<file path="src/logic/epv_defines.vh">
`ifndef EPV_DEFINES_VH
`define EPV_DEFINES_VH

// APB register byte offsets
`define EPV_OFS_CTRL 8'h00
`define EPV_OFS_ADDR 8'h04
`define EPV_OFS_WDATA 8'h08
`define EPV_OFS_STATUS 8'h0C
`define EPV_OFS_RDATA 8'h10

// CTRL fields
`define EPV_CTRL_START 0
`define EPV_CTRL_OP_LO 1
`define EPV_CTRL_OP_HI 3

// STATUS fields
`define EPV_ST_BUSY 0
`define EPV_ST_PASS 1
`define EPV_ST_FAIL 2
`define EPV_ST_CNT_LO 8
`define EPV_ST_CNT_HI 12

// Operation codes
`define EPV_OP_READ 3'h0
`define EPV_OP_PROG 3'h1
`define EPV_OP_VERIFY 3'h2
`define EPV_OP_MPROT 3'h3
`define EPV_OP_RPROT 3'h4

// Reset values
`define EPV_RST_ADDR 13'h0000
`define EPV_RST_DATA 8'h00

// Target-side facts kept for reference by software
`define EPV_TGT_INT_MASK_ADDR 8'hFB
`define EPV_TGT_INT_MASK_RPROT_BIT 6

// Timing, in 8 ns clock cycles unless named otherwise
// Sized to the counter each one loads, so nothing is cut silently
// 2 us setup and hold time
`define EPV_SETUP_CYC 24'h0000FA
// One 1 ms pulse step
`define EPV_MS_CYC 24'h01E848
`define EPV_MAX_PULSES 5'h19
`define EPV_OVER_MULT 7'h03
`define EPV_OPT_PULSE_MS 7'h4E

`endif

</file>
<file path="src/logic/epv_host.v">
// Local design decision: the APB register port.
`include "epv_defines.vh"

// Behaviour
// - Verify: VPP high, VCC at 6.0V
// - Target program sets mask bit 6 first
// - Unused mode pins held at defined level
// - Unused address/data held at logic level
// - Option pulse lasts at least 78 ms
// - Read: mode select high, CE, OE low
// - 1 ms pulses, max 25, then 3x overpulse
module epv_host #(
	parameter [23:0] MS_CYC = `EPV_MS_CYC
) (
	clk,
	nrst,
	psel,
	penable,
	pwrite,
	paddr,
	pwdata,
	prdata,
	pready,
	pslverr,
	vpp_vh,
	vcc_prog,
	memory_mode_select_vh,
	memory_mode_select,
	ce_vh,
	ce_n,
	oe_vh,
	oe_n,
	program_strobe_n,
	addr,
	data_o,
	data_oe,
	data_i
);
	input wire clk;
	input wire nrst;
	input wire psel;
	input wire penable;
	input wire pwrite;
	input wire [7:0] paddr;
	input wire [31:0] pwdata;
	output reg [31:0] prdata;
	output wire pready;
	output wire pslverr;
	output reg vpp_vh;
	output reg vcc_prog;
	output reg memory_mode_select_vh;
	output reg memory_mode_select;
	output reg ce_vh;
	output reg ce_n;
	output reg oe_vh;
	output reg oe_n;
	output reg program_strobe_n;
	output reg [12:0] addr;
	output reg [7:0] data_o;
	output reg data_oe;
	input wire [7:0] data_i;

	localparam S_IDLE = 3'h0;
	localparam S_SETUP = 3'h1;
	localparam S_PULSE = 3'h2;
	localparam S_HOLD = 3'h3;
	localparam S_VERIFY = 3'h4;
	localparam S_END = 3'h5;

	reg rst_s1_r;
	reg rst_n;
	reg [7:0] din_s1_r;
	reg [7:0] din_r;
	reg [2:0] state_r;
	reg [2:0] op_r;
	reg [12:0] addr_r;
	reg [7:0] wdata_r;
	reg [7:0] rdata_r;
	reg busy_r;
	reg pass_r;
	reg fail_r;
	reg [4:0] pulses_r;
	reg [6:0] ms_left_r;
	reg over_r;
	reg tmr_load;
	reg [23:0] tmr_val;
	wire tmr_done;
	wire apb_acc;
	wire mapped;

	always @(posedge clk or negedge nrst) begin
		if (!nrst) begin
			rst_s1_r <= 1'b0;
			rst_n <= 1'b0;
		end else begin
			rst_s1_r <= 1'b1;
			rst_n <= rst_s1_r;
		end
	end

	// Device data pins are asynchronous to clk
	always @(posedge clk or negedge rst_n) begin
		if (!rst_n) begin
			din_s1_r <= 8'h00;
			din_r <= 8'h00;
		end else begin
			din_s1_r <= data_i;
			din_r <= din_s1_r;
		end
	end

	epv_tmr u_tmr (
		.clk(clk),
		.rst_n(rst_n),
		.load(tmr_load),
		.val(tmr_val),
		.done(tmr_done)
	);

	// Zero wait states keep the master simple
	assign apb_acc = psel && penable;
	assign mapped = (paddr == `EPV_OFS_CTRL) || (paddr == `EPV_OFS_ADDR) ||
		(paddr == `EPV_OFS_WDATA) || (paddr == `EPV_OFS_STATUS) ||
		(paddr == `EPV_OFS_RDATA);
	assign pready = 1'b1;
	assign pslverr = apb_acc && !mapped;

	always @* begin
		prdata = 32'h00000000;
		case (paddr)
			`EPV_OFS_CTRL: prdata[`EPV_CTRL_OP_HI:`EPV_CTRL_OP_LO] = op_r;
			`EPV_OFS_ADDR: prdata[12:0] = addr_r;
			`EPV_OFS_WDATA: prdata[7:0] = wdata_r;
			`EPV_OFS_STATUS: begin
				prdata[`EPV_ST_BUSY] = busy_r;
				prdata[`EPV_ST_PASS] = pass_r;
				prdata[`EPV_ST_FAIL] = fail_r;
				prdata[`EPV_ST_CNT_HI:`EPV_ST_CNT_LO] = pulses_r;
			end
			`EPV_OFS_RDATA: prdata[7:0] = rdata_r;
			default: prdata = 32'h00000000;
		endcase
	end

	always @(posedge clk or negedge rst_n) begin
		if (!rst_n) begin
			state_r <= S_IDLE;
			op_r <= `EPV_OP_READ;
			addr_r <= `EPV_RST_ADDR;
			wdata_r <= `EPV_RST_DATA;
			rdata_r <= `EPV_RST_DATA;
			busy_r <= 1'b0;
			pass_r <= 1'b0;
			fail_r <= 1'b0;
			pulses_r <= 5'h00;
			ms_left_r <= 7'h00;
			over_r <= 1'b0;
			tmr_load <= 1'b0;
			tmr_val <= 24'h000000;
			vpp_vh <= 1'b0;
			vcc_prog <= 1'b0;
			memory_mode_select_vh <= 1'b0;
			memory_mode_select <= 1'b0;
			ce_vh <= 1'b0;
			ce_n <= 1'b1;
			oe_vh <= 1'b0;
			oe_n <= 1'b1;
			program_strobe_n <= 1'b1;
			addr <= `EPV_RST_ADDR;
			data_o <= `EPV_RST_DATA;
			data_oe <= 1'b1;
		end else begin
			tmr_load <= 1'b0;
			case (state_r)
				S_IDLE: begin
					if (apb_acc && pwrite && paddr == `EPV_OFS_ADDR) begin
						addr_r <= pwdata[12:0];
					end
					if (apb_acc && pwrite && paddr == `EPV_OFS_WDATA) begin
						wdata_r <= pwdata[7:0];
					end
					// Writes while busy are dropped so the pins stay coherent
					if (apb_acc && pwrite && paddr == `EPV_OFS_CTRL &&
						pwdata[`EPV_CTRL_START]) begin
						op_r <= pwdata[`EPV_CTRL_OP_HI:`EPV_CTRL_OP_LO];
						busy_r <= 1'b1;
						pass_r <= 1'b0;
						fail_r <= 1'b0;
						pulses_r <= 5'h00;
						over_r <= 1'b0;
						addr <= addr_r;
						data_o <= wdata_r;
						tmr_load <= 1'b1;
						tmr_val <= `EPV_SETUP_CYC;
						state_r <= S_SETUP;
						case (pwdata[`EPV_CTRL_OP_HI:`EPV_CTRL_OP_LO])
							`EPV_OP_READ: begin
								memory_mode_select_vh <= 1'b1;
								ce_n <= 1'b0;
								oe_n <= 1'b0;
								data_oe <= 1'b0;
							end
							`EPV_OP_PROG: begin
								vpp_vh <= 1'b1;
								vcc_prog <= 1'b1;
								ce_n <= 1'b0;
								data_oe <= 1'b1;
							end
							`EPV_OP_VERIFY: begin
								vpp_vh <= 1'b1;
								vcc_prog <= 1'b1;
								ce_n <= 1'b0;
								oe_n <= 1'b0;
								data_oe <= 1'b0;
							end
							`EPV_OP_MPROT: begin
								vpp_vh <= 1'b1;
								vcc_prog <= 1'b1;
								memory_mode_select_vh <= 1'b1;
								ce_vh <= 1'b1;
								addr <= `EPV_RST_ADDR;
								data_o <= `EPV_RST_DATA;
							end
							`EPV_OP_RPROT: begin
								vpp_vh <= 1'b1;
								vcc_prog <= 1'b1;
								memory_mode_select <= 1'b1;
								ce_vh <= 1'b1;
								oe_vh <= 1'b1;
								addr <= `EPV_RST_ADDR;
								data_o <= `EPV_RST_DATA;
							end
							default: begin
								busy_r <= 1'b0;
								fail_r <= 1'b1;
								tmr_load <= 1'b0;
								state_r <= S_IDLE;
							end
						endcase
					end
				end
				S_SETUP: begin
					if (tmr_done) begin
						tmr_load <= 1'b1;
						if (op_r == `EPV_OP_READ || op_r == `EPV_OP_VERIFY) begin
							tmr_val <= 24'h000000;
							state_r <= S_VERIFY;
						end else begin
							program_strobe_n <= 1'b0;
							tmr_val <= MS_CYC;
							// Overpulse length was set by the passing verify
							if (op_r == `EPV_OP_PROG && !over_r) begin
								ms_left_r <= 7'h01;
								pulses_r <= pulses_r + 5'h01;
							end else if (op_r != `EPV_OP_PROG) begin
								ms_left_r <= `EPV_OPT_PULSE_MS;
							end
							state_r <= S_PULSE;
						end
					end
				end
				S_PULSE: begin
					if (tmr_done) begin
						tmr_load <= 1'b1;
						if (ms_left_r == 7'h01) begin
							program_strobe_n <= 1'b1;
							tmr_val <= `EPV_SETUP_CYC;
							state_r <= S_HOLD;
						end else begin
							ms_left_r <= ms_left_r - 7'h01;
							tmr_val <= MS_CYC;
						end
					end
				end
				S_HOLD: begin
					if (tmr_done) begin
						tmr_load <= 1'b1;
						tmr_val <= `EPV_SETUP_CYC;
						if (op_r == `EPV_OP_PROG) begin
							// Switch to verify levels after the strobe has risen
							oe_n <= 1'b0;
							data_oe <= 1'b0;
							state_r <= S_VERIFY;
						end else begin
							pass_r <= 1'b1;
							state_r <= S_END;
						end
					end
				end
				S_VERIFY: begin
					// Read and verify: setup wait in the previous state covers data access time; program: the wait loaded on entry here does
					if (tmr_done) begin
						tmr_load <= 1'b1;
						tmr_val <= `EPV_SETUP_CYC;
						rdata_r <= din_r;
						if (op_r == `EPV_OP_READ) begin
							pass_r <= 1'b1;
							state_r <= S_END;
						end else if (op_r == `EPV_OP_VERIFY || over_r) begin
							pass_r <= (din_r == wdata_r);
							fail_r <= (din_r != wdata_r);
							state_r <= S_END;
						end else if (din_r == wdata_r) begin
							oe_n <= 1'b1;
							data_oe <= 1'b1;
							over_r <= 1'b1;
							ms_left_r <= {2'h0, pulses_r} * `EPV_OVER_MULT;
							state_r <= S_SETUP;
						end else if (pulses_r == `EPV_MAX_PULSES) begin
							fail_r <= 1'b1;
							state_r <= S_END;
						end else begin
							oe_n <= 1'b1;
							data_oe <= 1'b1;
							state_r <= S_SETUP;
						end
					end
				end
				S_END: begin
					if (tmr_done) begin
						busy_r <= 1'b0;
						state_r <= S_IDLE;
					end
				end
				default: state_r <= S_IDLE;
			endcase
			// Return every control pin and data_oe to its idle level on leaving the operation; addr and data_o keep their values
			if (state_r != S_END && state_r != S_IDLE &&
				tmr_done && (pass_r || fail_r || state_r == S_VERIFY &&
				(op_r != `EPV_OP_PROG || over_r ||
				pulses_r == `EPV_MAX_PULSES && din_r != wdata_r) ||
				state_r == S_HOLD && op_r != `EPV_OP_PROG ||
				state_r == S_VERIFY && op_r == `EPV_OP_READ)) begin
				vpp_vh <= 1'b0;
				vcc_prog <= 1'b0;
				memory_mode_select_vh <= 1'b0;
				memory_mode_select <= 1'b0;
				ce_vh <= 1'b0;
				ce_n <= 1'b1;
				oe_vh <= 1'b0;
				oe_n <= 1'b1;
				program_strobe_n <= 1'b1;
				data_oe <= 1'b1;
			end
		end
	end
endmodule

</file>
<file path="src/logic/epv_tmr.v">
module epv_tmr (
	clk,
	rst_n,
	load,
	val,
	done
);
	input wire clk;
	input wire rst_n;
	input wire load;
	input wire [23:0] val;
	output wire done;

	reg [23:0] cnt_r;

	always @(posedge clk or negedge rst_n) begin
		if (!rst_n) begin
			cnt_r <= 24'h000000;
		end else if (load) begin
			cnt_r <= val;
		end else if (cnt_r != 24'h000000) begin
			cnt_r <= cnt_r - 24'h000001;
		end
	end

	assign done = (cnt_r == 24'h000000) && !load;
endmodule

</file>
<file path="config.mk">
export PLATFORM = sky130hd
export DESIGN_NAME = epv_host
export DESIGN_NICKNAME = d
export VERILOG_FILES = /design/src/logic/epv_host.v /design/src/logic/epv_tmr.v
export VERILOG_INCLUDE_DIRS = /design/src /design/src/logic
export SDC_FILE = /design/constraint.sdc
export NUM_CORES = 1
export LEC_CHECK = 0
export BUFFER_PORTS_ARGS = -buffer_cell sky130_fd_sc_hd__buf_2
export CAP_MARGIN = 20
export CORE_MARGIN = 3
export CORE_UTILIZATION = 60
export DETAILED_ROUTE_END_ITERATION = 12
export PLACE_DENSITY = 0.85
export REMOVE_ABC_BUFFERS = 1
export SYNTH_ARGS = -nofsm -noshare
export SYNTH_HDL_FRONTEND = slang
export SYNTH_SLANG_ARGS = --single-unit
</file>
<file path="constraint.sdc">
create_clock -name clk -period 6.6 [get_ports clk]
set_clock_uncertainty 0.05 [all_clocks]
set_input_delay 1.32 -clock clk [delete_from_list [all_inputs] [get_ports clk]]
set_output_delay 1.32 -clock clk [all_outputs]
set_load 0.02 [all_outputs]
</file>
After elaboration in Yosys (flattened, before gate mapping)
Cells that the tools add are included.

word-level totals
  register bits = 147
  logic and storage cells = 282
  input port bits = 53

operators by class
  $mul = 1
  muxes and demuxes = 115
  add/subtract/negate cells = 3
  reduce and logical (&&, ||, !) cells = 82
  eq/ne operators = 53

operator list
  operator                                               count
  2-to-1 mux 24 bit                                      6
  case mux 24 bit (4 select lines)                       1
  2-to-1 mux 7 bit                                       10
  2-to-1 mux 1 bit                                       61
  2-to-1 mux 3 bit                                       12
  2-to-1 mux 17 bit                                      2
  inequality test 3 bit, second input constant           11
  inequality test 2 bit, second input constant           14
  zero test 24 bit                                       1
  nonzero test 24 bit                                    1
  subtractor 24 x 1 -> 24 bit, second input constant     1
  nonzero test 2 bit                                     11
  case mux 7 bit (3 select lines)                        1
  2-to-1 mux 5 bit                                       4
  case mux 5 bit (2 select lines)                        2
  case mux 3 bit (6 select lines)                        1
  AND reduction 3 bit                                    6
  AND reduction 6 bit                                    3
  AND reduction 9 bit                                    2
  == test 8 x 4 -> 1 bit, second input constant          2
  logical AND 1 bit                                      16
  == test 3 x 2 -> 1 bit, second input constant          5
  inequality test 3 x 2 -> 1 bit, second input constant  5
  AND reduction 5 bit                                    3
  34 further kinds                                       73

Depth between registers and ports, before layout
  depth after elaboration = 10
  mapped depth = 9

By module
A second synthesis with hierarchy kept.

unflattened totals
  cells, all modules = 706
  area total of the unflattened synthesis = 6687.7 sq um

by module, submodules not included
  module    instances  area an instance (sq um)  sequential area each (sq um)  cells each
  epv_host  1          5207.5                    2557.5                        534
  epv_tmr   1          1480.2                    600.6                         172

Worst setup path after synthesis
OpenSTA, ideal clock, no wires.

  kind = input-to-output
  start point = input paddr[1]
  end point = output prdata[5]
  buffers on the path = 2
  setup slack = 2167 ps
  arrival time = 3063 ps
  stages = 7
  cell sequence = or4_1 > nor3_1 > and3b_1 > clkbuf_1 > clkbuf_1 > a222oi_1 > inv_1

on the way
  word-level cells in the longest chain between the ends = 2
  elaborated cells between the ends (all ways) = 4
  those cells by class = 3 x eq/ne; 1 x mux

RTL lines
  element                                         RTL line        source
  start, declared                                 epv_host.v:44   input wire [7:0] paddr;
  == test 8 x 5 -> 1 bit (tied with other cells)  epv_host.v:130  case (paddr)
  case mux 4 bit (3 select lines) *               epv_host.v:130
  end, declared                                   epv_host.v:46   output reg [31:0] prdata;

Mark *: on every way between the ends. The rest lies on a longest branch, timed or not.

Final worst setup path
  start point = input paddr[1]
  end point = output prdata[6]

The elaborated chain is that of the path after synthesis.

==> summary.md <==
| Metric | Value |
|---|---|
| Status | complete, no violations |
| Clock latency on the worst-skew pair | 0.52 ns |
| Slowest cell on crit path | nor2_1 |
| Worst hold endpoint | din_r[7] |
| Final Worst Setup Slack | 1.73 ns |
| Synth top area share | 47.9% |
| RD Place Congestion | 0.968 |
| Initial Utilization | 63.4% |
| Min-Delay Startpoint | din_s1_r[7] |
| Post-CTS sizing | 0 |
| Crit-path max FO | 9 |
| EDFF count, synth | 0 |
| Post-CTS Setup Inserts | 0 |
| PortBufs | 78 |
| Worst-path clk slew | 0.06 ns |
| Pin count of the biggest net entering global routing | 72 |
| DRC | 0 |
| Die area | 0.0119 sq mm |
| Cts hold-fix bufs | 0 |
| Fin nets | 797 |
| Die Y | 109 um |
| Synth warnings | 0 |
| Share of layout cells above drive strength 1 | 22.1% |
| R2R cell count | 7 |
| Worst EP required | 5.23 ns |
| Setup Crit Path Kind | in2out |
| Total wire length | 16.3 mm |
| Remaining antenna violation count after routing | 0 |
| Async SR Flop Fraction | 100% |
| # rows | 36 |
| Core area | 0.0100 sq mm |
| FMAX | 205 MHz |
| Clock Tree Buf Depth | 2 |
| All-Layer GR Usage | 28.3% |
| Top post-synthesis cells by count | dfrtp_1 (122), nand2_1 (90), nor2_1 (65) |
| CTS tree | yes |
| Worst path cell trace | buf_2 > or4_1 > nor3_1 > nand2_1 > nor2_1 > a222oi_1 > inv_1 > buf_2 |
| CTS H-tree lvls | 4 |
| CP dominant cell by count | buf_2 |
| Synth area leader | dfrtp_1 |
| Vias in the first global route | 5284 |
| Crit-path max cell delay | 0.59 ns |
| Tmin final | 4.87 ns |
| Hpwl dp | 11.0 mm |
| Final period util | 73.8% |
| IO Count | 118 |
| Synth Register Bits | 126 |
| Syn Area/Cell | 9.66 sq um |
| Reg2reg setup slack | 3.53 ns |
| CP endpoint kind | output pin |
| Max-cap violations | 0 |
| Post-route cell area | 0.00736 sq mm |
| WHS Path Cells | 0 |
| Placed Area | 0.00678 sq mm |
| Synthesized area | 0.00637 sq mm |
| WL per Instance | 18.6 um |
| Critical Path Source | paddr[1] |
| Clk root buf | clkbuf_8 |
| Final Hold Violating Endpoints | 0 |
| Initial DRC count | 546 |
| Pwr/cell area | 237 mW/mm^2 |
| Most common cell in the synthesized netlist | dfrtp_1 |
| CTS buffer count | 17 |
| Data arrival, critical path | 3.50 ns |
| Sum Neg Setup Slack | 0 ns |
| Main area contributors after synthesis | dfrtp_1 (48%), mux2_2 (5.5%), nand2_1 (5.3%), nor2_1 (3.8%), buf_4 (2.6%) |
| Cells after synthesis | 659 |
| Actual slew at the worst max-slew pin | 1.07 ns |
| Unrepaired setup endpoints after global routing | false |
| Reg-to-Reg End | tmr_val[7] |
| Antenna cells | 0 |
| Final slew viol count | 0 |
| Startpoint types | input pin |
| Vias | 5371 |
| Worst flop-to-flop path startpoint | state_r[0] |
| Pre-CTS WS | 1.76 ns |
| Post-synthesis sequential area ratio | 49.6% |
| Initial antenna violation count | 0 |
| Pleak | 3.48 nW |
| VDD IR max | 0.217 mV |
| Final setup fails | 0 |
| Ys flop type | dfrtp_1 |
| Sink Count | 126 |
| Die X | 109 um |
| Via/cell ratio | 6.12 |
| Worst hold path type | reg2reg |
| Post-synth cell types | 60 |
| Synthesis-to-finish area growth | 15.6% |
| First-pass GRT wire length | 26.0 mm |
| Total grt overflow | 0 |
| TritonRoute pass-1 iters | 6 |
| Rel. slew slack | 28.3% |
-- report_power, final --
part	total [mW]	switching, mW	internal [mW]
Combinational	0.0472	0.0355	0.0116
Sequential	0.787	0.00874	0.778
Clock	0.912	0.368	0.544
-- cells by family after synthesis --
family	Yosys count	share of synthesized area (%)
adder cells (fa/ha/maj)	12	2.48
XOR/XNOR	35	4.81
AO/OA/AOI/OAI	118	12.2
buffers and inverters	67	5.30
AND/OR/NAND/NOR	268	20.0
multiplexers	31	5.48
other	2	0.118
flip-flops	126	49.6
-- flip-flops by register name, summed over array words and instances (netlist names), 3 cells and up --
signal / count
tmr_val: 3
u_tmr.cnt_r: 24
state_r: 3
din_r: 8
op_r: 3
addr_r: 13
pulses_r: 5
wdata_r: 8
data_o: 8
din_s1_r: 8
ms_left_r: 7
rdata_r: 8
addr: 13
-- worst max-delay path: cells and delay by family --
kind                   cells  cell delay (ns)
AOI/OAI and AO/OA          1             0.21
buffers and inverters      3             0.40
and+or+nand+nor            4             1.57
-- worst max path at each step --
| stage | to | depth (start not counted) | slack [ns] |
|---|---|---|---|
| after floorplan | pulses_r[2] | 6 | 2.09 |
| after global placement | prdata[2] | 6 | 1.85 |
| after detailed placement | prdata[2] | 6 | 1.76 |
| after CTS | prdata[1] | 6 | 1.74 |
| after global routing | prdata[0] | 8 | 1.62 |
| final | prdata[6] | 8 | 1.73 |
-- layout make-up --
cell class                      count  area [sq um]
Inverter                           17          63.8
Tap cell                          133           166
Clock inverter                     14           156
Sequential cell                   126          3160
Timing Repair Buffer               85           440
Fill cell                         700          2690
Multi-Input combinational cell    485          2950
Clock buffer                       18           418
-- layout by cell type, fill, tap and decap left out, types with 8 or more instances in the layout --
master,count
nand2_1,90
mux2_2,31
buf_2,79
a21oi_1,30
nand3_1,29
conb_1,21
xor2_1,17
nor3_1,23
o21ai_0,21
nor2_1,65
a31oi_1,9
o31ai_1,8
clkbuf_16,16
dfrtp_1,121
a222oi_1,8
xnor2_1,18
inv_1,17
or3_1,10
ha_1,11
nor4_1,8
-- routing by layer --
metal	GRT usage [%]	share of wire, %	up-vias
li1	-	-	2431
met1	36.0	41	2627
met2	46.3	50	274
met3	7.22	7.6	39
met4	11.3	2.2	0
met5	0	0	-
-- stage by stage --
step	std cells	utilization, %	hold WS [ns]	power, mW
2_1_floorplan	628	-	0.281	0.823
3_3_place_gp	845	67.5	0.283	0.845
3_5_place_dp	845	67.5	0.285	0.847
4_1_cts	877	73.2	0.298	1.75
5_1_grt	878	73.3	0.308	1.79
6_report	878	73.3	0.297	1.75
No activity file was read; power rests on OpenSTA's default activity.
